--- src/pwl_consts.svh ---
// constant values for the parameter password lock
`ifndef PWL_CONSTS_SVH
`define PWL_CONSTS_SVH

// restriction level encodings
`define PWL_LVL_NONE     16'h270f
`define PWL_LVL_MIN      16'h0001
`define PWL_LVL_MAX      16'h0006
`define PWL_LVL_CNT_OFS  16'h0064

// password entry encodings
`define PWL_PW_MIN       16'h03e8
`define PWL_PW_MAX       16'h270e
`define PWL_PW_NOOP      16'h0000
`define PWL_PW_RESET     16'h270f

// unlock error counter
`define PWL_ERR_MAX      3'h5
`define PWL_ERR_W        3

`endif

--- src/pwl_pkg.sv ---
// types shared by the parameter password lock files
package pwl_pkg;

  // which parameter a request addresses
  typedef enum logic [1:0] {
    pwl_sel_other = 2'b00,
    pwl_sel_level = 2'b01,
    pwl_sel_entry = 2'b10
  } pwl_sel_t;

  // lock state: open, password registered, unlocking exhausted
  typedef enum logic [1:0] {
    pwl_st_open   = 2'b00,
    pwl_st_locked = 2'b01,
    pwl_st_jammed = 2'b10
  } pwl_state_t;

endpackage

--- src/pwl_lock_core.sv ---
// parameter password lock: access guard for the drive parameter store
// Operation
// - lock level takes 1-6 or 101-106; 9999, the reset value, means no lock
// - locked levels 1/2/3 (+100) block writes: both, local, network sides
// - locked levels 4/5/6 (+100) block reads and writes: both, local, network
// - permitted read still refused when extended display hides the parameter
// - permitted write still refused when write selection forbids it
// - network restrictions for RS-485 net mode, local for the local source
// - levels 101-106 count unlock errors 0-5; levels 1-6 read back 0
// - after five errors at a counting level correct password does not unlock
// - password registers only from 1000 to 9998, then restriction applies
// - password entry write refused while lock level holds 9999, except 0 and 9999
// - once registered, password entry reads back the error count only
// - refused access to restricted parameter raises a dedicated error flag
// - internal drive updates of parameters proceed regardless of lock
// - correct password unlocks; wrong one raises error, lock stays
// - all-parameter clear releases lock and reinitialises every parameter
// - all-parameter clear refused while the drive runs
// - writing 0 or 9999 to password entry accepted with no effect
// - entry writable when locked; unlocked, only with extended display on
// - easy-mode operation switching unavailable while local writes locked
// - local jog unavailable at levels 4, 5, 104, 105 while locked
// - parameter copy from parameter unit refused while locked
`timescale 1ns/10ps
`default_nettype none
`include "pwl_consts.svh"

module pwl_lock_core (
  input  wire logic        sys_clk,
  input  wire logic        rst,
  input  wire logic        req_valid,
  input  wire logic        req_write,
  input  wire logic [1:0]  req_sel,
  input  wire logic        req_net,
  input  wire logic [15:0] req_wdata,
  input  wire logic        par_hidden,
  input  wire logic        ext_display_on,
  input  wire logic        write_sel_permits,
  input  wire logic        drive_running,
  input  wire logic        internal_wr,
  input  wire logic        all_clear_req,
  input  wire logic        par_clear_req,
  input  wire logic        copy_req,
  output logic             resp_valid,
  output logic             resp_granted,
  output logic             resp_refused,
  output logic [15:0]      resp_rdata,
  output logic             lock_error_shown,
  output logic             unlock_error,
  output logic             internal_wr_go,
  output logic             all_clear_go,
  output logic             par_clear_go,
  output logic             copy_go,
  output logic             lock_active,
  output logic [15:0]      lock_restriction_level,
  output logic             easy_mode_allow,
  output logic             local_jog_allow
);

  // ==========================================================
  // state
  // ==========================================================
  pwl_pkg::pwl_state_t   st;
  pwl_pkg::pwl_state_t   next_st;
  logic [15:0]           pw_stored;
  logic [`PWL_ERR_W-1:0] err_cnt;

  // ==========================================================
  // level decode, current setting and incoming value
  // ==========================================================
  wire cur_legal;
  wire cur_counting;
  wire cur_loc_rd_blk;
  wire cur_loc_wr_blk;
  wire cur_net_rd_blk;
  wire cur_net_wr_blk;
  wire new_legal;

  pwl_level_decode u_cur (
    .level      (lock_restriction_level),
    .legal      (cur_legal),
    .counting   (cur_counting),
    .loc_rd_blk (cur_loc_rd_blk),
    .loc_wr_blk (cur_loc_wr_blk),
    .net_rd_blk (cur_net_rd_blk),
    .net_wr_blk (cur_net_wr_blk)
  );

  pwl_level_decode u_new (
    .level      (req_wdata),
    .legal      (new_legal),
    .counting   (),
    .loc_rd_blk (),
    .loc_wr_blk (),
    .net_rd_blk (),
    .net_wr_blk ()
  );

  // ==========================================================
  // request classification
  // ==========================================================
  wire locked;
  wire no_lock_cfg;
  wire rd;
  wire wr;
  wire sel_other;
  wire sel_level;
  wire sel_entry;
  wire side_rd_blk;
  wire side_wr_blk;

  assign locked      = (st != pwl_pkg::pwl_st_open);
  assign no_lock_cfg = (lock_restriction_level == `PWL_LVL_NONE);
  assign rd          = req_valid & ~req_write;
  assign wr          = req_valid & req_write;
  assign sel_other   = (req_sel == pwl_pkg::pwl_sel_other);
  assign sel_level   = (req_sel == pwl_pkg::pwl_sel_level);
  assign sel_entry   = (req_sel == pwl_pkg::pwl_sel_entry);

  // the requester's side picks which pair of block flags applies
  assign side_rd_blk = locked & (req_net ? cur_net_rd_blk : cur_loc_rd_blk);
  assign side_wr_blk = locked & (req_net ? cur_net_wr_blk : cur_loc_wr_blk);

  // ==========================================================
  // ordinary parameters
  // ==========================================================
  wire oth_rd_ok;
  wire oth_wr_ok;
  wire oth_pw_refuse;

  // password gate first, then display and write-selection gates
  assign oth_rd_ok     = ~side_rd_blk & ~par_hidden;
  assign oth_wr_ok     = ~side_wr_blk & write_sel_permits;
  assign oth_pw_refuse = sel_other &
                         ((rd & side_rd_blk) | (wr & side_wr_blk));

  // ==========================================================
  // lock level parameter
  // ==========================================================
  wire lvl_rd_ok;
  wire lvl_wr_ok;

  // the level stays frozen while a password is registered
  assign lvl_rd_ok = ~no_lock_cfg | ext_display_on;
  assign lvl_wr_ok = ~locked & ext_display_on & new_legal;

  // ==========================================================
  // password entry parameter
  // ==========================================================
  wire ent_noop;
  wire ent_in_range;
  wire ent_rd_ok;
  wire ent_act;
  wire reg_evt;
  wire pw_match;
  wire unlock_evt;
  wire bad_evt;
  wire ent_wr_ok;
  wire at_last_err;

  assign ent_noop     = (req_wdata == `PWL_PW_NOOP) || (req_wdata == `PWL_PW_RESET);
  assign ent_in_range = (req_wdata >= `PWL_PW_MIN) && (req_wdata <= `PWL_PW_MAX);
  assign ent_rd_ok    = ~no_lock_cfg | ext_display_on;
  // the no-effect values win even with no lock configured
  assign ent_act      = wr & sel_entry & ~ent_noop & ~no_lock_cfg;
  // unlocked: needs extended display; locked: always writable
  assign reg_evt      = ent_act & ~locked & ext_display_on & ent_in_range;
  assign pw_match     = (req_wdata == pw_stored);
  assign unlock_evt   = ent_act & (st == pwl_pkg::pwl_st_locked) & pw_match;
  assign bad_evt      = ent_act & locked & (~pw_match | (st == pwl_pkg::pwl_st_jammed));
  assign ent_wr_ok    = (wr & sel_entry & ent_noop) | reg_evt | unlock_evt;
  assign at_last_err  = cur_counting && (err_cnt == (`PWL_ERR_MAX - 3'h1));

  // ==========================================================
  // answer selection
  // ==========================================================
  wire        req_ok;
  wire [15:0] rd_value;
  wire [15:0] ent_value;

  assign req_ok = sel_other ? (rd ? oth_rd_ok : oth_wr_ok) :
                  sel_level ? (rd ? lvl_rd_ok : lvl_wr_ok) :
                  sel_entry ? (rd ? ent_rd_ok : ent_wr_ok) : 1'b0;

  // registered password never leaves the block, only the error count
  assign ent_value = locked ? {13'h0000, (cur_counting ? err_cnt : 3'h0)}
                            : `PWL_PW_RESET;
  assign rd_value  = ~rd ? 16'h0000 :
                     sel_level ? lock_restriction_level :
                     sel_entry ? ent_value : 16'h0000;

  // ==========================================================
  // next lock state
  // ==========================================================
  wire clr_ok;

  assign clr_ok = all_clear_req & ~drive_running;

  always_comb begin
    next_st = st;
    unique case (st)
      pwl_pkg::pwl_st_open: begin
        if (reg_evt) begin
          next_st = pwl_pkg::pwl_st_locked;
        end
      end
      pwl_pkg::pwl_st_locked: begin
        if (unlock_evt) begin
          next_st = pwl_pkg::pwl_st_open;
        end else if (bad_evt && at_last_err) begin
          next_st = pwl_pkg::pwl_st_jammed;
        end
      end
      pwl_pkg::pwl_st_jammed: begin
        next_st = pwl_pkg::pwl_st_jammed;
      end
      default: begin
        next_st = pwl_pkg::pwl_st_open;
      end
    endcase
    if (clr_ok) begin
      next_st = pwl_pkg::pwl_st_open;
    end
  end

  // ==========================================================
  // lock registers
  // ==========================================================
  // all clear has priority over any request in the same cycle
  always_ff @(posedge sys_clk or posedge rst) begin
    if (rst) begin
      st                     <= pwl_pkg::pwl_st_open;
      lock_restriction_level <= `PWL_LVL_NONE;
      pw_stored              <= `PWL_PW_RESET;
      err_cnt                <= 3'h0;
    end else begin
      st <= next_st;
      if (clr_ok) begin
        lock_restriction_level <= `PWL_LVL_NONE;
        pw_stored              <= `PWL_PW_RESET;
        err_cnt                <= 3'h0;
      end else begin
        if (wr && sel_level && lvl_wr_ok) begin
          lock_restriction_level <= req_wdata;
        end
        if (reg_evt) begin
          pw_stored <= req_wdata;
          err_cnt   <= 3'h0;
        end else if (unlock_evt) begin
          err_cnt <= 3'h0;
        end else if (bad_evt && cur_counting && (err_cnt < `PWL_ERR_MAX)) begin
          err_cnt <= err_cnt + 3'h1;
        end
      end
    end
  end

  // ==========================================================
  // request answer registers
  // ==========================================================
  // one answer per request, one cycle after it is taken
  always_ff @(posedge sys_clk or posedge rst) begin
    if (rst) begin
      resp_valid       <= 1'b0;
      resp_granted     <= 1'b0;
      resp_refused     <= 1'b0;
      resp_rdata       <= 16'h0000;
      lock_error_shown <= 1'b0;
      unlock_error     <= 1'b0;
    end else begin
      resp_valid       <= req_valid;
      resp_granted     <= req_valid & req_ok;
      resp_refused     <= req_valid & ~req_ok;
      resp_rdata       <= (req_valid && req_ok) ? rd_value : 16'h0000;
      lock_error_shown <= oth_pw_refuse;
      unlock_error     <= bad_evt;
    end
  end

  // ==========================================================
  // side operations
  // ==========================================================
  // internal writes bypass the lock so wear counters stay current
  always_ff @(posedge sys_clk or posedge rst) begin
    if (rst) begin
      internal_wr_go <= 1'b0;
      all_clear_go   <= 1'b0;
      par_clear_go   <= 1'b0;
      copy_go        <= 1'b0;
    end else begin
      internal_wr_go <= internal_wr;
      all_clear_go   <= clr_ok;
      par_clear_go   <= par_clear_req & ~locked;
      copy_go        <= copy_req & ~locked;
    end
  end

  // ==========================================================
  // status toward the panel logic
  // ==========================================================
  assign lock_active     = locked;
  assign easy_mode_allow = ~(locked & cur_loc_wr_blk);
  assign local_jog_allow = ~(locked & cur_loc_rd_blk);
endmodule
`default_nettype wire

--- src/pwl_level_decode.sv ---
// decoder from a restriction level value to per-side block flags
`timescale 1ns/10ps
`default_nettype none
`include "pwl_consts.svh"

module pwl_level_decode (
  input  wire logic [15:0] level,
  output logic             legal,
  output logic             counting,
  output logic             loc_rd_blk,
  output logic             loc_wr_blk,
  output logic             net_rd_blk,
  output logic             net_wr_blk
);

  // ==========================================================
  // range checks
  // ==========================================================
  wire        in_plain;
  wire        in_cnt;
  wire        in_any;
  wire [15:0] base;
  wire [2:0]  idx;

  // counting levels sit 100 above the plain ones
  assign in_plain = (level >= `PWL_LVL_MIN) && (level <= `PWL_LVL_MAX);
  assign in_cnt   = (level >= (`PWL_LVL_MIN + `PWL_LVL_CNT_OFS)) &&
                    (level <= (`PWL_LVL_MAX + `PWL_LVL_CNT_OFS));
  assign in_any   = in_plain | in_cnt;
  assign base     = in_cnt ? (level - `PWL_LVL_CNT_OFS) : level;
  assign idx      = base[2:0];

  // ==========================================================
  // block flags per side
  // ==========================================================
  assign legal      = in_any | (level == `PWL_LVL_NONE);
  assign counting   = in_cnt;
  assign loc_wr_blk = in_any & ((idx == 3'h1) | (idx == 3'h2) |
                                (idx == 3'h4) | (idx == 3'h5));
  assign net_wr_blk = in_any & ((idx == 3'h1) | (idx == 3'h3) |
                                (idx == 3'h4) | (idx == 3'h6));
  assign loc_rd_blk = in_any & ((idx == 3'h4) | (idx == 3'h5));
  assign net_rd_blk = in_any & ((idx == 3'h4) | (idx == 3'h6));

endmodule
`default_nettype wire

--- config.mk ---
export PLATFORM = sky130hd
export DESIGN_NAME = pwl_lock_core
export DESIGN_NICKNAME = d
export VERILOG_FILES = /design/src/pwl_pkg.sv /design/src/pwl_lock_core.sv /design/src/pwl_level_decode.sv
export VERILOG_INCLUDE_DIRS = /design/src
export SDC_FILE = /design/constraint.sdc
export NUM_CORES = 1
export LEC_CHECK = 0
export ABC_CLOCK_PERIOD_IN_PS = 3000
export BUFFER_PORTS_ARGS = -buffer_cell sky130_fd_sc_hd__buf_2
export CAP_MARGIN = 20
export CORE_MARGIN = 2
export CORE_UTILIZATION = 54
export CTS_CLUSTER_SIZE = 20
export DETAILED_ROUTE_END_ITERATION = 7
export PLACE_DENSITY = 0.8
export SLEW_MARGIN = 10
export SYNTH_ARGS = -nofsm -noshare
export SYNTH_HDL_FRONTEND = slang
export SYNTH_SLANG_ARGS = --single-unit
--- constraint.sdc ---
create_clock -name sys_clk -period 3 [get_ports sys_clk]
set_input_delay 0.3 -clock sys_clk [delete_from_list [all_inputs] [get_ports sys_clk]]
set_output_delay 0.3 -clock sys_clk [all_outputs]
set_load 0.005 [all_outputs]
# --- Word-level counts from Yosys, hierarchy flattened ---
# Cells that the tools add are included.
totals:
  ff_bits: 62
  latch_bits: 0
  mem_bits_rw: 0
  romBits: 0
  inputBits: 31
  wordCells: 153
  memories: 0
op_classes:
  addsub: 2
  n_mul: 0
  n_div: 0
  n_lt_le_gt_ge: 11
  n_eq_ne: 16
  n_shift: 0
  mux: 28
  n_bitwise: 61
  n_reduce_logical: 21
op_table:
  columns: ["cell", "count"]
  rows:
  - ["two-way mux 16 bit", 7]
  - ["AND 1 bit", 33]
  - ["equality test 16 x 14 -> 1 bit, second input constant", 2]
  - ["greater-or-equal comparator 16 x 1 -> 1 bit, second input constant", 2]
  - ["greater-or-equal comparator 16 x 7 -> 1 bit, second input constant", 2]
  - ["<= comparator 16 x 3 -> 1 bit, second input constant", 2]
  - ["<= comparator 16 x 7 -> 1 bit, second input constant", 2]
  - ["two-way mux 14 bit", 2]
  - ["two-way mux 3 bit", 6]
  - ["equality test 16 bit", 1]
  - ["greater-or-equal comparator 16 x 10 -> 1 bit, second input constant", 1]
  - ["<= comparator 16 x 14 -> 1 bit, second input constant", 1]
  - ["zero test 16 bit", 1]
  - ["bitwise OR 1 bit", 16]
  - ["equality test 3 bit, second input constant", 4]
  - ["logical AND 1 bit", 12]
  - ["inverter 1 bit", 12]
  - ["two-way mux 1 bit", 8]
  - ["two-way mux 2 bit", 4]
  - ["equality test 3 x 2 -> 1 bit, second input constant", 2]
  - ["one-hot mux 2 bit (3 select lines)", 1]
  - ["nonzero test 2 bit", 3]
  - ["equality test 2 x 1 -> 1 bit, second input constant", 2]
  - ["equality test 2 bit, second input constant", 2]
  - ["other kinds (10)", 11]

# --- Depth between registers and ports, before layout ---
logic_depth:
  ltp_word: 16
  mapped_depth: 9
  mapped_depth_nobuf: 7

# --- By module ---
# A second synthesis with hierarchy kept.
unflattened:
  cells_unflattened: 362
  area_unflattened_um2: 3528.4
modules_own_cells:
  columns: ["mod", "instances", "cells_per_inst", "area_per_inst_um2", "seq_area_each_um2"]
  rows:
  - ["pwl_lock_core", 1, 288, 3032.9, 1571.5]
  - ["pwl_level_decode", 2, 37, 247.7, 0.0]

# --- Least setup slack after synthesis ---
# OpenSTA, ideal clock, no wires.
synth_timing:
  path_kind: "register to register"
  start: "reg lock_restriction_level[0]"
  end: "reg err_cnt[2]"
  t_arrival_ps: 2014
  required_ps: 2901
  path_slack_ps: 887
  path_stages_with_launch: 8
  path_buffers: 1
  period_less_slack_ps: 2113
  cell_sequence: "dfstp_2 -> clkbuf_1 -> nor2_1 -> o22ai_1 -> nand3_1 -> a2111oi_4 -> a21oi_1 -> a311oi_1"
synth_via:
  elab_chain_cells: 8
synth_lines:
  columns: ["element", "line_no", "source"]
  rows:
  - ["from (decl)", "pwl_lock_core.sv:55", "output logic [15:0] lock_restriction_level,"]
  - ["from (signal assigned)", "pwl_lock_core.sv:233", "lock_restriction_level <= `PWL_LVL_NONE;"]
  - ["from (signal assigned)", "pwl_lock_core.sv:239", "lock_restriction_level <= `PWL_LVL_NONE;"]
  - ["from (signal assigned)", "pwl_lock_core.sv:244", "lock_restriction_level <= req_wdata;"]
  - ["branches (longest 8 deep; another with greater-or-equal comparator 16 x 7 -> 1 bit)", null, null]
  - ["to (signal assigned)", "pwl_lock_core.sv:252", "err_cnt <= err_cnt + 3'h1;"]
  - ["to (decl)", "pwl_lock_core.sv:66", "logic [`PWL_ERR_W-1:0] err_cnt;"]
# Parallel ways; which one is timed is not known.
# A chain may end at the register's enable or synchronous reset.

# --- Worst setup path in the final report ---
layout_timing:
  start: "reg lock_restriction_level[4]"
  end: "out easy_mode_allow"
layout_via:
  elab_chain_cells: 10
layout_lines:
  columns: ["element", "line_no", "source"]
  rows:
  - ["greater-or-equal comparator 16 x 7 -> 1 bit / <= comparator 16 x 7 -> 1 bit (equally long branches)", "pwl_level_decode.sv:27, pwl_level_decode.sv:28", null]
  - ["logical AND 1 bit", "pwl_level_decode.sv:27", "assign in_cnt = (level >= (`PWL_LVL_MIN + `PWL_LVL_CNT_OFS)) &&"]
  - ["two-way mux 3 bit", "pwl_level_decode.sv:30", "assign base = in_cnt ? (level - `PWL_LVL_CNT_OFS) : level;"]
  - ["equality test 3 x 1 -> 1 bit / equality test 3 x 2 -> 1 bit (equally long branches)", "pwl_level_decode.sv:38", "assign loc_wr_blk = in_any & ((idx == 3'h1) | (idx == 3'h2) |"]
  - ["bitwise OR 1 bit (2 in a row)", "pwl_level_decode.sv:38", null]
  - ["bitwise OR 1 bit", "pwl_level_decode.sv:39", "(idx == 3'h4) | (idx == 3'h5));"]
  - ["AND 1 bit *", "pwl_level_decode.sv:38", null]
  - ["AND 1 bit *", "pwl_lock_core.sv:302", "assign easy_mode_allow = ~(locked & cur_loc_wr_blk);"]
  - ["inverter 1 bit *", "pwl_lock_core.sv:302", null]
  - ["to (decl)", "pwl_lock_core.sv:56", "output logic easy_mode_allow,"]
# Every way passes the cells marked *; elsewhere a longest branch is shown, timed or not.

==> results_dict.tcl <==
set metrics [dict create \
    outcome "completed" \
    worst-setup-path-type "reg2out" \
    cts_root_buffer "clkbuf_8" \
    syn_nets 351 \
    maxCapViolCount 0 \
    fin_crit_sh_pct 83.9 \
    syn_avg_cell_area_sq_um 10.7 \
    r2r_start "lock_restriction_level[4]" \
    num_antenna_cells 0 \
    nets 421 \
    post-place-ws_ns 0.537 \
    num_vias 2747 \
    synth_top_area_share_pct 33.7 \
    clk_latency_ns 0.34 \
    finalNonFillerCells 468 \
    clock_power_share_pct 42.0 \
    drtPass1Iterations 4 \
    grt_max_degree 54 \
    critPathArrivalTime_ns 2.22 \
    cts_tree "yes" \
    final_core_util_pct 65.4 \
    synth_area_leaders "dfrtp_1 34%, dfstp_2 12%, mux2i_1 5.6%, xnor2_1 4.4%, and3_1 3.5%" \
    wl_per_cell_microns 16.2 \
    netSwitchingFraction_pct 24.8 \
    power_frac_seq_pct 50.0 \
    internal_power_mw 1.27 \
    yosysWarnings 0 \
    routabilityCongestion 0.893 \
    setup_violations 0 \
    cp-startpoint "lock_restriction_level[4]" \
    die_w_microns 83.5 \
    h-tree-depth 3 \
    viasPerCell 5.87 \
    finalCriticalPeriod_ns 2.52 \
    synth-edff-count 0 \
    grt_use_total_pct 22.9 \
    r2r_slack_ns 0.49 \
    leakagePower_nw 1.95 \
    port_buffers 74 \
    synth-seq-area-share_pct 46.0 \
    area_growth_pct 15.4 \
    grt.met3_usage_pct 5.64 \
    dp_hpwl_mm 5.59 \
    ys_types 64 \
    busiest_layer "met2" \
    finalHoldViolCount 0 \
    r2r_end "err_cnt[2]" \
    drc 0 \
    synth_top_area_cell "dfrtp_1" \
    synthCells 318 \
    rr_worst_depth 6 \
    grt_pass1_wl_mm 12.8 \
    use_met1_pct 30.2 \
    dieArea_sq_um 6980 \
    cts_hold_buf 0 \
    p_sw_mw 0.420 \
    path_clk_slew_ns 0.07 \
    use_met2_pct 37.1 \
    setup_ws_ns 0.483 \
    cts_buffers 9 \
    drive_gt1_share_pct 33.6 \
    async_flop_share_pct 100 \
    p_total_mw 1.69 \
    clock_path_buffers 2 \
    pin_count 75 \
    dp_cells 452 \
    setup.worst_path.end "easy_mode_allow" \
    initial_core_util_pct 56.7 \
    relSlewSlack_pct 40.2 \
    ir_drop_mv 0.325 \
    hp-class "in2reg" \
    grt_setup_unrepaired "false" \
    grt_pass1_vias 2670 \
    post_cts_resized 0 \
    fmax_ghz 0.397 \
    syn-cell-area_sq_um 3410 \
    cp.required_ns 2.70 \
    detail-route-antenna-nets 0 \
    routed_wl_mm 7.57 \
    grt_overflow 0 \
    antenna_found_initial 0 \
    crit_path_start_kind "flip-flop" \
    synthFlopType "dfrtp_1" \
    fp-row-count 28 \
    ys_seq_elements 62 \
    postCtsSetupRepairBufs 0 \
    coreArea_sq_um 6030 \
    slew_viol_final 0 \
    p_comb_share_pct 8.0 \
    min_path_cells 1 \
    dieHeight_microns 83.5 \
    cp-end-kind "primary output" \
    worst_pin_slew_ns 0.895 \
    fin_worst_skew_ns 0.00900 \
    power.density_nw_per_um2 429 \
    tns_ns 0 \
    critPathMaxFanout 4 \
    cts.sinks 62 \
    drt_iter0_drc 145 \
]
## registers in the layout (all words and copies together) (netlist names), 2 cells and up
register,count
err_cnt,3
lock_restriction_level,16
pw_stored,16
st,2
resp_rdata,16
## power by group through the flow
stage / sequential (mW) / clock [mW] / combinational (mW)
after floorplan: 0.861 / 0 / 0.0805
after CTS: 0.845 / 0.725 / 0.136
after global placement: 0.859 / 0 / 0.133
final: 0.845 / 0.710 / 0.136
after detailed placement: 0.860 / 0 / 0.135
after global routing: 0.845 / 0.766 / 0.152
## area by class of cell
type | instances | area [sq um]
Clock inverter | 6 | 62.6
Tap cell | 75 | 93.8
Sequential cell | 62 | 1570
Inverter | 10 | 38.8
Clock buffer | 10 | 128
Timing Repair Buffer | 78 | 400
Fill cell | 497 | 2080
Multi-Input combinational cell | 227 | 1650
## cell usage in the layout, fill, tap and decap left out, types with 3 or more instances in the layout
cell        synthesis  routed
dfstp_2            16      16
buf_2               3      74
a21oi_1            12      12
and2_1              5       5
a22oi_1             3       3
clkinv_2            0       3
or3_1               3       3
and3_1             19      19
a21o_1              6       6
nor4_1              4       4
a31oi_1             4       4
o211ai_1            4       4
inv_1              10       9
nor2_1             21      21
o21a_1              7       7
o21ai_0             6       6
buf_4               2       4
nand3_1             9       9
a211oi_1            3       3
dfrtp_1            46      46
nand2_1            19      19
nor3_1              7       7
nand2b_1            5       5
clkinvlp_4          0       3
xnor2_1            17      17
nand4_1            10      10
clkbuf_8            3       9
mux2i_1            19      19
## layer usage
layer  part of all wire [%]  vias up
met2                     49      112
met1                     42     1318
met5                      0        -
met3                    6.7       16
met4                    1.9        0
li1                       -     1301
## Yosys cell counts, drive strengths merged, types with 2 or more instances
library cell	instances
a22oi	3
nand2	19
a21bo	2
buf	10
a31oi	4
and4	2
a21o	6
or3	4
or3b	2
o211ai	5
a2111oi	2
inv	10
dfstp	16
mux2i	19
and2	5
nor3	7
and3	20
nor4	6
o31ai	2
nor4bb	2
o21ai	8
a21oi	12
or2b	2
and2b	2
nand3	10
o21a	7
nand4	11
nand2b	5
nand4b	2
a211oi	5
dfrtp	46
nor2	21
ha	2
xnor2	17
a311oi	2
and4b	2
clkbuf	9
## per-stage QoR
stage          hold WS (ns)  area (sq um)
3_3_place_gp          0.408          3750
3_5_place_dp          0.414          3750
2_1_floorplan         0.331          3410
5_1_grt              0.0549          3940
6_report             0.0634          3940
4_1_cts              0.0534          3940
## kinds of logic after synthesis
logic type	Yosys count	synth area share (%)
AO/OA/AOI/OAI	65	15.7
XOR/XNOR	17	4.36
adder cells (fa/ha/maj)	2	0.733
buffers and inverters	29	5.75
flip-flops	62	46.0
multiplexers	19	5.57
AND/OR/NAND/NOR	124	21.8
## worst min-delay path by stage
stage | from | endpoint
finish | internal_wr | internal_wr_go
global route | internal_wr | internal_wr_go
CTS | internal_wr | internal_wr_go
detailed placement | internal_wr | internal_wr_go
global placement | internal_wr | internal_wr_go
floorplan | internal_wr | internal_wr_go
## worst max-delay path, cell delays in order (launching register included)
cell,delay [ns]
dfrtp_1,0.40
nor4_1,0.49
o2111ai_1,0.31
or3_1,0.41
and2_1,0.14
buf_2,0.12
No activity file was read; power rests on OpenSTA's default activity.
